--- src/logic/rri_pkg.sv ---
// Constants shared by the role resolution and interrupt block
package rri_pkg;
  // Register byte offsets
  localparam logic [7:0] OFS_AN_CTRL = 8'h00;
  localparam logic [7:0] OFS_AN_STAT = 8'h04;
  localparam logic [7:0] OFS_STS_FLAG = 8'h08;
  localparam logic [7:0] OFS_STS_EN = 8'h0C;
  localparam logic [7:0] OFS_SYS_FLAG = 8'h10;
  localparam logic [7:0] OFS_SYS_EN = 8'h14;
  localparam logic [7:0] OFS_STRAP = 8'h18;
  // Autoneg control fields
  localparam int CTL_PREF = 0;
  localparam int CTL_FORCE = 1;
  localparam int CTL_RESTART = 2;
  // Autoneg status fields
  localparam int STA_DONE = 2;
  localparam int STA_FAIL = 3;
  localparam int STA_LINK = 4;
  localparam int STA_PFORCE = 5;
  localparam int STA_PPREF = 6;
  // PHY status interrupt sources
  localparam int NUM_STS = 4;
  localparam int STS_FRAME = 0;
  localparam int STS_BUF = 1;
  localparam int STS_AN = 2;
  localparam int STS_LINK = 3;
  // System interrupt fields
  localparam int SYS_HWRST = 0;
  localparam int SYS_SW = 1;
  localparam int STRAP_W = 3;
  // Role result encoding
  localparam logic [1:0] ROLE_FOLLOWER = 2'h0;
  localparam logic [1:0] ROLE_LEADER = 2'h1;
  localparam logic [1:0] ROLE_FAULT = 2'h2;
  localparam logic [7:0] LFSR_SEED = 8'hA5;
  typedef enum logic [3:0] {
    AN_IDLE = 4'b0001,
    AN_BUSY = 4'b0010,
    AN_DONE = 4'b0100,
    AN_FAIL = 4'b1000
  } rri_an_state_t;
endpackage

--- src/logic/rri_sync.sv ---
// Two flip-flop synchroniser for pin inputs
module rri_sync #(
  parameter int W = 1
) (
  // Clock
  input wire logic clk,
  // Data
  input wire logic [W-1:0] d,
  output logic [W-1:0] q
);
  logic [W-1:0] meta_ff;
  logic [W-1:0] q_ff;

  // Not reset, so the pins are already through when reset lifts
  always_ff @(posedge clk)
  begin
    meta_ff <= d;
    q_ff <= meta_ff;
  end

  assign q = q_ff;
endmodule

--- src/logic/rri_role_resolve.sv ---
// Leader/follower resolution with random tie break
module rri_role_resolve (
  // Clock and reset
  input wire logic clk,
  input wire logic rst_n,
  // Advertisements
  input wire logic local_role_forced,
  input wire logic local_prefers_leader,
  input wire logic partner_role_forced,
  input wire logic partner_prefers_leader,
  // Result
  output logic [1:0] role
);
  logic [7:0] lfsr_ff;
  logic [7:0] nxt_lfsr;

  // Free running so a tie can be broken differently on each attempt
  always_comb
  begin
    nxt_lfsr = {lfsr_ff[6:0],
                lfsr_ff[7] ^ lfsr_ff[5] ^ lfsr_ff[4] ^ lfsr_ff[3]};
  end

  always_ff @(posedge clk)
  begin
    if (!rst_n)
      lfsr_ff <= rri_pkg::LFSR_SEED;
    else
      lfsr_ff <= nxt_lfsr;
  end

  always_comb
  begin
    role = rri_pkg::ROLE_FOLLOWER;
    if (local_role_forced && partner_role_forced)
    begin
      if (local_prefers_leader == partner_prefers_leader)
        role = rri_pkg::ROLE_FAULT;
      else if (local_prefers_leader)
        role = rri_pkg::ROLE_LEADER;
    end
    else if (local_role_forced)
    begin
      if (local_prefers_leader)
        role = rri_pkg::ROLE_LEADER;
    end
    else if (partner_role_forced)
    begin
      if (!partner_prefers_leader)
        role = rri_pkg::ROLE_LEADER;
    end
    else if (local_prefers_leader != partner_prefers_leader)
    begin
      if (local_prefers_leader)
        role = rri_pkg::ROLE_LEADER;
    end
    else if (lfsr_ff[0])
      role = rri_pkg::ROLE_LEADER;
  end
endmodule

--- src/logic/rri_top.sv ---
// Role resolution, autoneg outcome and interrupt pin with Wishbone regs
//
// The register addresses and the Wishbone register port were decided locally.
module rri_top #(
  parameter int ADDR_W = 8
) (
  // Clock and reset
  input wire logic clk,
  input wire logic rst_n,
  // Wishbone slave
  input wire logic wb_cyc_i,
  input wire logic wb_stb_i,
  input wire logic wb_we_i,
  input wire logic [ADDR_W-1:0] wb_adr_i,
  input wire logic [3:0] wb_sel_i,
  input wire logic [31:0] wb_dat_i,
  output logic [31:0] wb_dat_o,
  output logic wb_ack_o,
  // Autoneg engine, same clock
  input wire logic an_page_valid,
  input wire logic partner_role_forced,
  input wire logic partner_prefers_leader,
  input wire logic an_link_poor,
  input wire logic an_page_timeout,
  // Event sources, same clock
  input wire logic frame_chk_evt,
  input wire logic buf_err_evt,
  // Pins
  input wire logic phy_addr_strap_bit0,
  input wire logic phy_addr_strap_bit1,
  input wire logic phy_addr_strap_bit2,
  output logic int_n,
  output logic link_up
);
  localparam int NS = rri_pkg::NUM_STS;

  // Bus slave
  logic ack_ff, nxt_ack;
  logic [31:0] rdat_ff, nxt_rdat;
  logic req_w, wr_w;
  logic [7:0] adr8;
  // Control state
  logic lforce_ff, nxt_lforce;
  logic lpref_ff, nxt_lpref;
  logic pforce_ff, nxt_pforce;
  logic ppref_ff, nxt_ppref;
  logic [1:0] role_ff, nxt_role;
  logic [1:0] role_w;
  rri_pkg::rri_an_state_t st_ff, nxt_st;
  logic link_ff, nxt_link;
  logic restart_w;
  // Interrupt state
  logic [NS-1:0] sflag_ff, nxt_sflag, sen_ff, nxt_sen, sevt;
  logic hwf_ff, nxt_hwf, swf_ff, nxt_swf, hwen_ff, nxt_hwen;
  logic swreq_w, irq_n_ff, nxt_irq_n, pend_w;
  // Straps
  logic [rri_pkg::STRAP_W-1:0] strap_s, addr_ff, nxt_addr;

  function automatic logic hit(input logic [7:0] a, input logic [7:0] o);
    hit = (a == o);
  endfunction
  rri_sync #(
    .W(rri_pkg::STRAP_W)
  ) u_sync (
    .clk(clk),
    .d({phy_addr_strap_bit2, phy_addr_strap_bit1, phy_addr_strap_bit0}),
    .q(strap_s)
  );
  rri_role_resolve u_res (
    .clk(clk),
    .rst_n(rst_n),
    .local_role_forced(lforce_ff),
    .local_prefers_leader(lpref_ff),
    .partner_role_forced(partner_role_forced),
    .partner_prefers_leader(partner_prefers_leader),
    .role(role_w)
  );

  assign adr8 = 8'(wb_adr_i);
  assign req_w = wb_cyc_i && wb_stb_i && !ack_ff;
  // Every field lives in byte lane 0
  assign wr_w = req_w && wb_we_i && wb_sel_i[0];
  assign restart_w = wr_w && hit(adr8, rri_pkg::OFS_AN_CTRL)
                     && wb_dat_i[rri_pkg::CTL_RESTART];
  assign swreq_w = wr_w && hit(adr8, rri_pkg::OFS_SYS_EN)
                   && wb_dat_i[rri_pkg::SYS_SW];

  // Register access, one cycle answer
  always_comb
  begin
    nxt_ack = req_w;
    nxt_rdat = 32'h0000_0000;
    nxt_lforce = lforce_ff;
    nxt_lpref = lpref_ff;
    nxt_sen = sen_ff;
    nxt_hwen = hwen_ff;
    if (wr_w && hit(adr8, rri_pkg::OFS_AN_CTRL))
    begin
      nxt_lpref = wb_dat_i[rri_pkg::CTL_PREF];
      nxt_lforce = wb_dat_i[rri_pkg::CTL_FORCE];
    end
    if (wr_w && hit(adr8, rri_pkg::OFS_STS_EN))
      nxt_sen = wb_dat_i[NS-1:0];
    if (wr_w && hit(adr8, rri_pkg::OFS_SYS_EN))
      nxt_hwen = wb_dat_i[rri_pkg::SYS_HWRST];
    if (req_w && !wb_we_i)
    begin
      case (adr8)
        rri_pkg::OFS_AN_CTRL:
        begin
          nxt_rdat[rri_pkg::CTL_PREF] = lpref_ff;
          nxt_rdat[rri_pkg::CTL_FORCE] = lforce_ff;
        end
        rri_pkg::OFS_AN_STAT:
        begin
          nxt_rdat[1:0] = role_ff;
          nxt_rdat[rri_pkg::STA_DONE] = (st_ff == rri_pkg::AN_DONE);
          nxt_rdat[rri_pkg::STA_FAIL] = (st_ff == rri_pkg::AN_FAIL);
          nxt_rdat[rri_pkg::STA_LINK] = link_ff;
          nxt_rdat[rri_pkg::STA_PFORCE] = pforce_ff;
          nxt_rdat[rri_pkg::STA_PPREF] = ppref_ff;
        end
        rri_pkg::OFS_STS_FLAG: nxt_rdat[NS-1:0] = sflag_ff;
        rri_pkg::OFS_STS_EN: nxt_rdat[NS-1:0] = sen_ff;
        rri_pkg::OFS_SYS_FLAG:
        begin
          nxt_rdat[rri_pkg::SYS_HWRST] = hwf_ff;
          nxt_rdat[rri_pkg::SYS_SW] = swf_ff;
        end
        rri_pkg::OFS_SYS_EN: nxt_rdat[rri_pkg::SYS_HWRST] = hwen_ff;
        rri_pkg::OFS_STRAP: nxt_rdat[rri_pkg::STRAP_W-1:0] = addr_ff;
        default: nxt_rdat = 32'h0000_0000;
      endcase
    end
  end

  always_ff @(posedge clk)
  begin
    if (!rst_n)
    begin
      ack_ff <= 1'b0;
      rdat_ff <= 32'h0000_0000;
      lforce_ff <= 1'b0;
      lpref_ff <= 1'b0;
      sen_ff <= '0;
      hwen_ff <= 1'b0;
    end
    else
    begin
      ack_ff <= nxt_ack;
      rdat_ff <= nxt_rdat;
      lforce_ff <= nxt_lforce;
      lpref_ff <= nxt_lpref;
      sen_ff <= nxt_sen;
      hwen_ff <= nxt_hwen;
    end
  end

  // Autoneg outcome
  always_comb
  begin
    nxt_st = st_ff;
    nxt_role = role_ff;
    nxt_pforce = pforce_ff;
    nxt_ppref = ppref_ff;
    case (st_ff)
      rri_pkg::AN_IDLE: nxt_st = rri_pkg::AN_BUSY;
      rri_pkg::AN_BUSY:
      begin
        if (an_link_poor || an_page_timeout)
          nxt_st = rri_pkg::AN_FAIL;
        else if (an_page_valid)
        begin
          nxt_role = role_w;
          nxt_pforce = partner_role_forced;
          nxt_ppref = partner_prefers_leader;
          if (role_w == rri_pkg::ROLE_FAULT)
            nxt_st = rri_pkg::AN_FAIL;
          else
            nxt_st = rri_pkg::AN_DONE;
        end
      end
      rri_pkg::AN_DONE: nxt_st = st_ff;
      // Only a restart leaves failure
      rri_pkg::AN_FAIL: nxt_st = st_ff;
      default: nxt_st = rri_pkg::AN_IDLE;
    endcase
    if (restart_w)
      nxt_st = rri_pkg::AN_BUSY;
    nxt_link = (nxt_st == rri_pkg::AN_DONE);
  end

  always_ff @(posedge clk)
  begin
    if (!rst_n)
    begin
      st_ff <= rri_pkg::AN_IDLE;
      role_ff <= rri_pkg::ROLE_FOLLOWER;
      pforce_ff <= 1'b0;
      ppref_ff <= 1'b0;
      link_ff <= 1'b0;
    end
    else
    begin
      st_ff <= nxt_st;
      role_ff <= nxt_role;
      pforce_ff <= nxt_pforce;
      ppref_ff <= nxt_ppref;
      link_ff <= nxt_link;
    end
  end

  // Interrupts; a set wins over a clear in the same cycle
  always_comb
  begin
    sevt = '0;
    sevt[rri_pkg::STS_FRAME] = frame_chk_evt;
    sevt[rri_pkg::STS_BUF] = buf_err_evt;
    sevt[rri_pkg::STS_AN] = (nxt_st != st_ff);
    sevt[rri_pkg::STS_LINK] = (nxt_link != link_ff);
    nxt_sflag = sflag_ff;
    nxt_hwf = hwf_ff;
    nxt_swf = swf_ff;
    if (wr_w && hit(adr8, rri_pkg::OFS_STS_FLAG))
      nxt_sflag = sflag_ff & ~wb_dat_i[NS-1:0];
    if (wr_w && hit(adr8, rri_pkg::OFS_SYS_FLAG))
    begin
      nxt_hwf = hwf_ff & ~wb_dat_i[rri_pkg::SYS_HWRST];
      nxt_swf = swf_ff & ~wb_dat_i[rri_pkg::SYS_SW];
    end
    nxt_sflag = nxt_sflag | sevt;
    nxt_swf = nxt_swf | swreq_w;
    nxt_irq_n = !pend_w;
  end

  assign pend_w = |(sflag_ff & sen_ff)
                  || (hwf_ff && hwen_ff)
                  || swf_ff;

  always_ff @(posedge clk)
  begin
    if (!rst_n)
    begin
      sflag_ff <= '0;
      hwf_ff <= 1'b1;
      swf_ff <= 1'b0;
      irq_n_ff <= 1'b1;
    end
    else
    begin
      sflag_ff <= nxt_sflag;
      hwf_ff <= nxt_hwf;
      swf_ff <= nxt_swf;
      irq_n_ff <= nxt_irq_n;
    end
  end

  // Straps followed while reset is held, then frozen at release
  always_comb
  begin
    nxt_addr = addr_ff;
    if (!rst_n)
      nxt_addr = strap_s;
  end

  always_ff @(posedge clk)
  begin
    addr_ff <= nxt_addr;
  end
  assign wb_ack_o = ack_ff;
  assign wb_dat_o = rdat_ff;
  assign int_n = irq_n_ff;
  assign link_up = link_ff;

  logic page_w;
  assign page_w = (st_ff == rri_pkg::AN_BUSY) && an_page_valid
                  && !an_link_poor && !an_page_timeout && !restart_w;
endmodule

--- config.mk ---
export PLATFORM = sky130hd
export DESIGN_NAME = rri_top
export DESIGN_NICKNAME = d
export VERILOG_FILES = /design/src/logic/rri_pkg.sv /design/src/logic/rri_sync.sv /design/src/logic/rri_role_resolve.sv /design/src/logic/rri_top.sv
export SDC_FILE = /design/constraint.sdc
export NUM_CORES = 1
export LEC_CHECK = 0
export ABC_AREA = 1
export BUFFER_PORTS_ARGS = -buffer_cell sky130_fd_sc_hd__buf_2
export CAP_MARGIN = 20
export CORE_ASPECT_RATIO = 2
export CORE_MARGIN = 5
export CORE_UTILIZATION = 53
export CTS_BUF_LIST = sky130_fd_sc_hd__clkbuf_2 sky130_fd_sc_hd__clkbuf_4 sky130_fd_sc_hd__clkbuf_8
export CTS_CLUSTER_SIZE = 16
export DETAILED_ROUTE_END_ITERATION = 12
export GPL_TIMING_DRIVEN = 0
export PLACE_DENSITY = 0.87
export SLEW_MARGIN = 0
export SYNTH_ARGS = -nofsm -noshare
export SYNTH_HDL_FRONTEND = slang
export SYNTH_SLANG_ARGS = --single-unit
--- constraint.sdc ---
create_clock -name clk -period 3.15 [get_ports clk]
set_input_delay 0 -clock clk [delete_from_list [all_inputs] [get_ports clk]]
set_output_delay 0 -clock clk [all_outputs]
set_load 0.01 [all_outputs]
Yosys cells after proc, flatten, opt, wreduce, memory -nomap -nowiden
Index checks and enable logic that the tools add are counted.
{ "word_totals": {"register_bits": 73, "inputBits": 59, "output_inout_bits": 35, "word_cells": 95} }
{ "op_classes": {"eq_ne": 16, "n_mux": 19, "bitwise_logic": 13, "n_reduce_logical": 26} }
{ "op_table": {"columns": ["operator", "count"], "rows": [
  ["equality test 8 x 5 -> 1 bit (second input constant)", 3],
  ["2-to-1 mux 4 bit", 5],
  ["equality test 8 x 4 -> 1 bit (second input constant)", 2],
  ["logical AND 1 bit", 14],
  ["case mux 4 bit (3 select lines)", 1],
  ["2-to-1 mux 2 bit", 5],
  ["bitwise AND 4 bit", 2],
  ["equality test 4 x 3 -> 1 bit (second input constant)", 2],
  ["equality test 8 x 3 -> 1 bit (second input constant)", 1],
  ["zero test 8 bit", 1],
  ["case mux 1 bit (7 select lines)", 1],
  ["case mux 1 bit (6 select lines)", 1],
  ["AND reduction 3 bit", 2],
  ["equality test 4 x 1 -> 1 bit (second input constant)", 1],
  ["equality test 4 x 2 -> 1 bit (second input constant)", 1],
  ["equality test 4 bit (second input constant)", 1],
  ["2-to-1 mux 1 bit", 4],
  ["inequality test 4 bit", 1],
  ["inverter 4 bit", 1],
  ["OR 4 bit", 1],
  ["case mux 1 bit (4 select lines)", 1],
  ["OR reduction 4 bit", 1],
  ["zero test 1 bit", 3],
  ["logical OR 1 bit", 3],
  ["other kinds (10)", 16]
]} }

Depth between registers and ports, before layout
Gate-level depths: netlist of run 1.
{ "logic_depth": {"word_depth": 14, "ltp_mapped": 13, "depth_no_buf": 13} }

Cells and area by module
Synthesis of run 1 repeated with hierarchy kept, for this count alone.
{ "unflattened": {"cells_unflattened": 317, "hier_area_um2": 2275.9} }
{ "by_module_without_submodules": {"columns": ["module", "instances", "cells_each", "area_each_um2", "seq_area_each_um2"], "rows": [
  ["rri_top", 1, 255, 1799.2, 710.7],
  ["rri_role_resolve", 1, 56, 356.6, 160.2],
  ["rri_sync", 1, 6, 120.1, 120.1]
]} }

Least setup slack after synthesis of run 1
No wires, ideal clock.
{ "synth_path": {"kind": "flip-flop to flip-flop", "start": "register ack_ff (netlist: wb_ack_o)", "end": "register sflag_ff[2]", "t_arrival_ns": 1.217, "t_required_ns": 3.041, "slack_ns": 1.824, "stages_incl_launch_ff": 11, "path_buffers": 0, "cell_sequence": "dfxtp_1 > inv_1 > nand3_2 > nor2_2 > nand3_4 > nand3_1 > nand3_1 > nor2_1 > nand3_1 > nand2_1 > inv_1"} }
{ "synth_between": {"elab_chain_cells": 9, "word_cells_on_any_way": 11} }
{ "synth_lines": {"columns": ["element", "line_no", "source"], "rows": [
  ["from (decl)", "rri_top.sv:38", "logic ack_ff, nxt_ack;"],
  ["from (signal assigned)", "rri_top.sv:150", "ack_ff <= nxt_ack;"],
  ["zero test 1 bit (*)", "rri_top.sv:80", "assign req_w = wb_cyc_i && wb_stb_i && !ack_ff;"],
  ["logical AND 1 bit (*)", "rri_top.sv:80", null],
  ["logical AND 1 bit (*) (2 in a row)", "rri_top.sv:82", "assign wr_w = req_w && wb_we_i && wb_sel_i[0];"],
  ["logical AND 1 bit", "rri_top.sv:83", "assign restart_w = wr_w && hit(adr8, rri_pkg::OFS_AN_CTRL)"],
  ["logical AND 1 bit", "rri_top.sv:84", "&& wb_dat_i[rri_pkg::CTL_RESTART];"],
  ["2-to-1 mux 4 bit", "rri_top.sv:188", "if (restart_w)"],
  ["inequality test 4 bit", "rri_top.sv:219", "sevt[rri_pkg::STS_AN] = (nxt_st != st_ff);"],
  ["OR 4 bit (*)", "rri_top.sv:231", "nxt_sflag = nxt_sflag | sevt;"],
  ["to (signal assigned)", "rri_top.sv:251", "sflag_ff <= nxt_sflag;"],
  ["to (decl)", "rri_top.sv:53", "logic [NS-1:0] sflag_ff, nxt_sflag, sen_ff, nxt_sen, sevt;"]
]} }
Every way passes the cells marked *; elsewhere a longest branch is shown, timed or not.
A chain may end at the register's enable or synchronous reset.

Worst setup path in the final report of run 1
Ends and elaborated chain as after synthesis.

==> implementation parameters, run 1 <==
Parameter                              Value

Placed design
  Number of port buffers    37
  Worst slack, placed    1.62 ns
  Routability congestion estimate    0.880
  # placed instances    407
  Final HPWL from detailed placement    3.85 mm

Floorplan
  Initial Util    54.6%
  IO Count    94
  Floorplan row count    33
  DIE HEIGHT    102 microns
  Horizontal extent of the die    56.1 microns
  Full die area    0.00574 sq mm
  Core region area    0.00413 sq mm

Yosys
  Biggest area consumer among synthesized cells    sky130_fd_sc_hd__dfxtp_1
  Number of unique standard cell types used by synthesis    35
  Most area-consuming cells after synthesis    sky130_fd_sc_hd__dfxtp_1 40%, sky130_fd_sc_hd__nand2_1 10%, sky130_fd_sc_hd__buf_4 8.3%, sky130_fd_sc_hd__inv_1 5.8%, sky130_fd_sc_hd__edfxtp_1 4.0%
  Main synth FF type    sky130_fd_sc_hd__dfxtp_1
  Number of enable-type register cells in the synthesized netlist    3
  Post-synthesis async set-or-reset flop share    0%
  Syn Inst Count    294
  Warnings, synthesis    0
  Post-synthesis instance area    0.00225 sq mm
  Top-area cell type share of the netlist area    40.0%
  Number of flip-flops and latches in the synthesized netlist    48
  Sequential cell area fraction in the yosys report    44.0%
  Synthesized area per cell    7.67 sq um

Route
  Number of nets still failing antenna checks after routing    0
  Residual DRC    0
  Routed via count    2042
  First-pass iteration count of the detailed router    6
  Average routed wire per standard cell    roughly 12 microns
  Post-detailed-routing wire length    between 5 and 6 mm
  Via density per instance    4.79
  DRT iter0 DRCs    between 60 and 70

Clock network
  Source-to-sink clock delay at the later pin of the worst-skew pair    about 0.30 ns
  CTS Sinks    48
  Buffer depth of the longest clock path    2
  CTS tree    yes
  Number of buffers created by CTS    5
  Post CTS Setup Buffer Count    0
  Clock transition at path regs    ~0.08 ns
  Clock Tree Root    sky130_fd_sc_hd__clkbuf_8
  CTS H-Tree Depth    2

Cells and area
  Area of the multi-input gates    997 sq um
  Share of the core filled with cells in the final layout    68.8%
  Share of post-route cells with drive strength above 1    26.2%
  Layout Cells excl Fill    about 430
  Antenna diode count    0
  Signed area change from the synthesized netlist to the final layout    26.0%
  Number of fill cells    359
  Register area    991 sq um
  Final-stage net count    between 400 and 500

GRT
  Antenna violations before repair    0
  Remaining Overflow, GRT    0
  GR Util All Layers    18.2%
  Largest net degree at the start of global routing    16
  First-pass GRT wire length    8.27 mm
  Vias in the first global route    2043

Timing
  Number of failing setup endpoints in the final timing report    0
  Setup repair after global routing missed its margin    false
  Max-Slew Margin vs Limit    58.3%
  Fmax achieved    between 0.6 and 0.7 GHz
  Final Hold Fails    0
  Slew @ Worst Pin    ~0.63 ns
  Final worst slack    1.61 ns
  Count of final max-slew check failures    0
  Total negative slack    0 ns
  Clock skew after layout    0.00369 ns
  Final critical path time including I/O delays and setup    between 1.5 and 2 ns
  Final critical-path share of the clock period    between 40% and 50%

Pwr
  Seq pwr share    46.7%
  Switching power of the nets    368 uW
  Total chip power    1450 uW
  Pint    approximately 1100 uW
  Maximum resistive drop on vdd    444 uV
  Switch share    25.5%
  Static power due to leakage    ~0.0014 uW
  Combinational power share    17.1%
  Power density over the cells    509 mW/mm^2
  Clock power share    between 30% and 40%

Setup path
  Maximum fanout count along the critical path    8
  Worst path required time    3.36 ns
  Worst EP arrival    between 1.5 and 2 ns
  Critical path type    reg2reg
  Sort of element at the end of the critical path    flop
  Crit start category    flop

Job
  Max_cap viols    0

Hold path
  Hold Path Class    in2reg

Outcome
  Outcome    completed
[metal layers]
metal  up-vias  wire, microns  GRT usage, %
met4         0            170          9.87
li1       1047              -             -
met2        83           2750          35.6
met5         -              0             0
met3        15            327          4.30
met1       897           1800          16.7
[cell usage after synthesis, types with 2 or more instances]
cell                       number
sky130_fd_sc_hd__nor2_1        22
sky130_fd_sc_hd__o211ai_1       2
sky130_fd_sc_hd__nor2_2         4
sky130_fd_sc_hd__nand3_1       13
sky130_fd_sc_hd__nand3_2        2
sky130_fd_sc_hd__dfxtp_1       45
sky130_fd_sc_hd__or2_2          3
sky130_fd_sc_hd__inv_2          4
sky130_fd_sc_hd__nand2_4        2
sky130_fd_sc_hd__buf_2          2
sky130_fd_sc_hd__o21ai_1        6
sky130_fd_sc_hd__nand2_2        3
sky130_fd_sc_hd__buf_4         25
sky130_fd_sc_hd__a31oi_1        2
sky130_fd_sc_hd__nand4_1        5
sky130_fd_sc_hd__nand2_1       62
sky130_fd_sc_hd__nor2_4         5
sky130_fd_sc_hd__nor3_1         3
sky130_fd_sc_hd__inv_1         35
sky130_fd_sc_hd__o21ai_0       16
sky130_fd_sc_hd__a21oi_1       17
sky130_fd_sc_hd__edfxtp_1       3
[path summary, 6_finish.rpt]
kind / from / endpoint / slack (ns) / depth (start not counted)
worst max register to register: wb_ack_o$_SDFF_PN0_ / sflag_ff[2]$_SDFF_PN0_ / 1.61 / 10
worst max-delay path: wb_ack_o$_SDFF_PN0_ / sflag_ff[2]$_SDFF_PN0_ / 1.61 / 10
worst min register to register: u_sync.meta_ff[1]$_DFF_P_ / u_sync.q[1]$_DFF_P_ / 0.33 / 0
worst min-delay path: wb_cyc_i / wb_ack_o$_SDFF_PN0_ / 0.01 / 3
[cell families (layout without fill, tap and decap cells)]
family | Yosys count | in the layout | synth area share, %
AOI/OAI and AO/OA | 47 | 47 | 11.4
xor gates and xnor gates | 2 | 2 | 0.777
adders and majority gates | 1 | 1 | 0.555
buffers and inverters | 69 | 125 | 15.8
DFF | 48 | 48 | 44.0
other | 1 | 25 | 0.166
and+or+nand+nor | 126 | 126 | 27.3
[repair_timing]
action	CTS	global route
endpoints found under the hold margin	11	0
setup endpoints to repair	0	0
hold buffers	11	0
resized for setup	0	0
[stage by stage]
step           area (sq um)  hold WS (ns)
2_1_floorplan          2340        0.0277
3_3_place_gp           2590         0.103
3_5_place_dp           2590         0.104
4_1_cts                2840        0.0119
5_1_grt                2840        0.0255
6_report               2840        0.0109
[state kept, by name, summed over array words and instances (netlist names)]
name,count
u_sync.q,3
sen_ff,4
wb_ack_o,1
pforce_ff,1
addr_ff,3
u_sync.meta_ff,3
sflag_ff,4
lpref_ff,1
lforce_ff,1
link_up,1
int_n,1
st_ff,4
hwf_ff,1
ppref_ff,1
u_res.lfsr_ff,8
role_ff,2
wb_dat_o,7
swf_ff,1
hwen_ff,1
[cell usage in the layout (no fill, tap or decap), drive strengths merged, types with 2 or more instances in the layout]
cell type / netlist / final
nor3: 4 / 4
a31oi: 2 / 2
buf: 27 / 64
nor2: 31 / 31
conb: 1 / 25
nand4: 5 / 5
inv: 39 / 39
clkbuf: 1 / 7
nand3: 16 / 16
nand2: 67 / 67
dfxtp: 45 / 45
o21ai: 22 / 22
edfxtp: 3 / 3
o211ai: 2 / 2
clkinv: 2 / 2
dlygate4sd3: 0 / 11
or2: 3 / 3
a21oi: 17 / 17
bufinv: 0 / 2
[final cells by class]
type	instances	area share (%)
Multi-Input combinational cell	201	35.1
Sequential cell	48	34.9
Timing Repair Buffer	48	10.4
Buffer	28	7.09
Inverter	41	5.46
Clock buffer	6	2.69
Tap cell	52	2.29
Clock inverter	2	2.11
[critical path, stage by stage, from the launching register on]
cell and delay [ns]:
sky130_fd_sc_hd__dfxtp_1 0.32, sky130_fd_sc_hd__inv_1 0.06, sky130_fd_sc_hd__nand3_2 0.11, sky130_fd_sc_hd__nor2_2 0.30, sky130_fd_sc_hd__nand3_4 0.18, sky130_fd_sc_hd__nand3_1 0.11, sky130_fd_sc_hd__nand3_1 0.07, sky130_fd_sc_hd__nor2_1 0.11
sky130_fd_sc_hd__nand3_1 0.09, sky130_fd_sc_hd__nand2_1 0.06, sky130_fd_sc_hd__inv_1 0.03
[power by group through the flow]
stage | registers (uW) | clock network [uW] | logic [uW]
finish | 675 | 524 | 247
global route | 679 | 556 | 285
CTS | 674 | 535 | 246
detailed placement | 688 | 0 | 233
global placement | 686 | 0 | 226
floorplan | 683 | 0 | 180
Note: power is estimated with default switching activity, not from simulation.
==> inputs of run 2 (changes only) <==
ABC_AREA = 0   (was 1)
CORE_UTILIZATION = 49   (was 53)
PLACE_DENSITY = 0.82   (was 0.87)
clock period = 1.6 ns   (was 3.15 ns; I/O delays follow)
==> implementation parameters, run 2 <==
Parameter                              Value

Pwr
  Pint    1780 uW (was 1080 uW)
  Switching power of the nets    587 uW (was 368 uW)
  Combinational power share    12.8% (was 17.1%)
  Maximum resistive drop on vdd    690 uV (was 444 uV)
  Switch share    24.8% (was 25.5%)
  Power density over the cells    829 mW/mm^2 (was 509 mW/mm^2)
  Total chip power    2370 uW (was 1450 uW)
  Static power due to leakage    0.00126 uW (was 0.00140 uW)
  Seq pwr share    54.8% (was 46.7%)
  Clock power share    32.3% (was 36.2%)

Placed design
  Number of port buffers    37 (unchanged)
  Routability congestion estimate    0.889 (was 0.880)
  Final HPWL from detailed placement    3.86 mm (was 3.85 mm)
  Area post-placement    0.00257 sq mm (was 0.00259 sq mm)

Hold path
  Hold Path Class    in2reg (unchanged)
  HP Start    wb_dat_i[0] (was wb_cyc_i)
  Worst-case hold path end point    sen_ff[0]$_SDFFE_PN0P_ (was wb_ack_o$_SDFF_PN0_)
  Count of cells along the worst hold path    3 (unchanged)

Cells and area
  Antenna diode count    0 (unchanged)
  Most common cell after layout, fill and taps aside    sky130_fd_sc_hd__dfxtp_1 (was sky130_fd_sc_hd__nand2_1)
  Final-stage net count    374 (was 433)
  Share of post-route cells with drive strength above 1    31.1% (was 26.2%)
  Flip-flop count of the largest register after layout    8 (unchanged)
  Final instance area    0.00286 sq mm (was 0.00284 sq mm)
  Signed area change from the synthesized netlist to the final layout    28.2% (was 26.0%)
  Register with the most flip-flops    u_res.lfsr_ff (unchanged)
  Most frequent cells in the layout    39 x sky130_fd_sc_hd__dfxtp_1, 37 x sky130_fd_sc_hd__buf_2, 30 x sky130_fd_sc_hd__buf_4 (was 62 x sky130_fd_sc_hd__nand2_1, 45 x sky130_fd_sc_hd__dfxtp_1, 39 x sky130_fd_sc_hd__buf_2)

Floorplan
  DIE HEIGHT    105 microns (was 102 microns)
  IO Count    94 (unchanged)
  Initial Util    50.9% (was 54.6%)
  Floorplan row count    34 (was 33)
  Full die area    0.00608 sq mm (was 0.00574 sq mm)
  Core region area    0.00438 sq mm (was 0.00413 sq mm)
  Horizontal extent of the die    57.7 microns (was 56.1 microns)

Clock network
  CTS Sinks    48 (unchanged)
  Buffer depth of the longest clock path    2 (unchanged)
  Clock Tree Root    sky130_fd_sc_hd__clkbuf_8 (unchanged)
  Number of buffers created by CTS    5 (unchanged)
  Source-to-sink clock delay at the later pin of the worst-skew pair    0.31 ns (was 0.30 ns)
  Clock transition at path regs    0.08 ns (about the same)
  CTS tree    yes (unchanged)
  CTS H-Tree Depth    2 (unchanged)

Setup path
  Worst path required time    1.77 ns (was 3.36 ns)
  Count of cells along the worst register-to-register path    7 (was 10)
  Worst reg2reg setup slack    0.06 ns (was 1.61 ns)
  Slowest cell on crit path    sky130_fd_sc_hd__dfxtp_2 (was sky130_fd_sc_hd__dfxtp_1)
  Reg-to-reg startpoint    wb_ack_o$_SDFF_PN0_ (unchanged)
  FF-to-FF End    sen_ff[1]$_SDFFE_PN0P_ (was sflag_ff[2]$_SDFF_PN0_)
  Most used cell, CP    sky130_fd_sc_hd__buf_6 (was sky130_fd_sc_hd__nand3_1)
  Critical path type    reg2reg (unchanged)
  Cells along the critical path    and3b_2, and3_4, buf_6, and4_1, buf_6, mux2i_1, nor2_1 (was inv_1, nand3_2, nor2_2, nand3_4, nand3_1, nand3_1, nor2_1, nand3_1, nand2_1, inv_1)
  Maximum fanout count along the critical path    5 (was 8)
  Crit start category    flop (unchanged)
  Sort of element at the end of the critical path    flop (unchanged)
  Worst EP arrival    1.71 ns (was 1.75 ns)
  Crit path largest cell delay    0.33 ns (was 0.32 ns)

Route
  Residual DRC    0 (unchanged)
  Number of nets still failing antenna checks after routing    0 (unchanged)
  Average routed wire per standard cell    13.9 microns (was 11.9 microns)
  Routed via count    1894 (was 2042)
  Via density per instance    5.13 (was 4.79)
  Post-detailed-routing wire length    5.12 mm (was 5.05 mm)
  DRT iter0 DRCs    47 (was 63)
  First-pass iteration count of the detailed router    4 (was 6)

Yosys
  Number of enable-type register cells in the synthesized netlist    3 (unchanged)
  Most area-consuming cells after synthesis    sky130_fd_sc_hd__dfxtp_1 40%, sky130_fd_sc_hd__buf_4 8.4%, sky130_fd_sc_hd__mux2i_1 4.5%, sky130_fd_sc_hd__edfxtp_1 4.0%, sky130_fd_sc_hd__nor2_1 3.7% (was sky130_fd_sc_hd__dfxtp_1 40%, sky130_fd_sc_hd__nand2_1 10%, sky130_fd_sc_hd__buf_4 8.3%, sky130_fd_sc_hd__inv_1 5.8%, sky130_fd_sc_hd__edfxtp_1 4.0%)
  Synthesized area per cell    9.49 sq um (was 7.67 sq um)
  Top-area cell type share of the netlist area    40.4% (was 40.0%)
  Sequential cell area fraction in the yosys report    44.4% (was 44.0%)
  Number of unique standard cell types used by synthesis    54 (was 35)
  Post-synthesis instance area    0.00223 sq mm (was 0.00225 sq mm)
  Top cells by instance count after synthesis    45 x sky130_fd_sc_hd__dfxtp_1, 25 x sky130_fd_sc_hd__buf_4, 22 x sky130_fd_sc_hd__nor2_1 (was 62 x sky130_fd_sc_hd__nand2_1, 45 x sky130_fd_sc_hd__dfxtp_1, 35 x sky130_fd_sc_hd__inv_1)
  Post-synthesis async set-or-reset flop share    0% (unchanged)
  Number of flip-flops and latches in the synthesized netlist    48 (unchanged)
  Syn Inst Count    235 (was 294)
  Biggest area consumer among synthesized cells    sky130_fd_sc_hd__dfxtp_1 (unchanged)
  Cell with the most instances after synthesis    sky130_fd_sc_hd__dfxtp_1 (was sky130_fd_sc_hd__nand2_1)
  Main synth FF type    sky130_fd_sc_hd__dfxtp_1 (unchanged)
  Warnings, synthesis    0 (unchanged)

Timing
  Setup repair after global routing missed its margin    true (was false)
  Clock skew after layout    0.00860 ns (was 0.00369 ns)
  Final critical-path share of the clock period    96.1% (was 49.0%)
  Worst hold margin    0.0105 ns (was 0.0109 ns)
  Final Hold Fails    0 (unchanged)
  Max-Slew Margin vs Limit    64.3% (was 58.3%)
  Count of final max-slew check failures    0 (unchanged)
  Final critical path time including I/O delays and setup    1.54 ns (about the same)
  Number of failing setup endpoints in the final timing report    0 (unchanged)
  Fmax achieved    0.650 GHz (was 0.648 GHz)
  Slew @ Worst Pin    0.536 ns (was 0.626 ns)
  Total negative slack    0 ns (unchanged)

GRT
  Largest net degree at the start of global routing    15 (was 16)
  Remaining Overflow, GRT    0 (unchanged)
  Vias in the first global route    1916 (was 2043)
  Antenna violations before repair    0 (unchanged)
  GR Util All Layers    17.6% (was 18.2%)
  First-pass GRT wire length    8.46 mm (was 8.27 mm)

Outcome
  Outcome    completed (unchanged)

Job
  Max_cap viols    0 (unchanged)
-- run 2: changes by cell type in the layout (fill, tap and decap cells not counted), sizes merged, moves of 5 or more --
cell    delta
inv       -35
o21ai     -14
a22oi      +5
mux2i     +10
nor2       -9
and2      +10
nand2b     +8
nand3      -6
nand2     -57
nor4b      +5
buf        +6
-- run 2: timing repair --
item,in CTS,in global routing
setup buffers,1,4
endpoints found under the hold margin,11,0
hold buffers,9,0
pin swaps,1,6
resized for setup,9,11
setup endpoints to repair,7,9
-- run 2: cell families (layout without fill, tap and decap cells) --
| logic type | after synthesis | after routing | share of synthesized area, % |
|---|---|---|---|
| simple gates | 91 | 91 | 24.6 |
| flops | 48 | 48 | 44.4 |
| buf+inv | 39 | 95 | 11.2 |
| compound gates | 37 | 37 | 10.6 |
| mux | 13 | 13 | 6.51 |
| xor+xnor | 5 | 5 | 1.96 |
| fa+ha+maj | 1 | 1 | 0.561 |
| other cells | 1 | 25 | 0.168 |
-- run 2: area by class of cell --
class	instances	area [sq um]
multi-input combinational	172	1140
inverter	4	15.0
clock buffer	7	90.1
fill	384	1520
tap	54	67.6
timing repair buffer	51	313
sequential	48	1000
clock inverter	1	6.26
buffer	32	229
-- run 2: stage by stage --
stage | std cells | utilization [%] | worst slack (ns)
final | 369 | 65.2 | 0.0618
after global routing | 369 | 65.2 | -0.0451
after CTS | 365 | 63.6 | 0.00850
after detailed placement | 350 | 58.7 | -0.144
after global placement | 350 | 58.7 | -0.162
after floorplan | 259 | - | 0.0164
-- run 2: power by group through the flow --
stage	sequential [uW]	combinational, uW	clock, uW
2_1_floorplan	1300	196	0
3_3_place_gp	1310	269	0
3_5_place_dp	1310	277	0
4_1_cts	1290	291	791
5_1_grt	1310	339	836
6_report	1300	304	766
-- run 2: how the worst max path moves through the flow --
stage,from,to,slack [ns],cells after the start
CTS,st_ff[2]$_SDFF_PN0_,sflag_ff[2]$_SDFF_PN0_,0.008,4
detailed placement,st_ff[2]$_SDFF_PN0_,sflag_ff[2]$_SDFF_PN0_,-0.14,5
finish,wb_ack_o$_SDFF_PN0_,sen_ff[1]$_SDFFE_PN0P_,0.06,7
global placement,st_ff[2]$_SDFF_PN0_,sflag_ff[2]$_SDFF_PN0_,-0.16,5
global route,st_ff[0]$_SDFF_PN1_,sflag_ff[3]$_SDFF_PN0_,-0.05,5
floorplan,st_ff[2]$_SDFF_PN0_,sflag_ff[2]$_SDFF_PN0_,0.02,5
-- run 2: critical path, delay by kind of cell (launching register included) --
family | cells | cell delay [ns]
buf+inv | 2 | 0.23
mux | 1 | 0.17
flops | 1 | 0.33
simple gates | 4 | 0.69
-- run 2: layer usage --
metal,vias up,part of all wire (%),track usage (%)
li1,938,-,-
met1,864,36,18.0
met2,75,53,31.1
met3,17,6.2,3.67
met4,0,4.1,10.9
met5,-,0,0
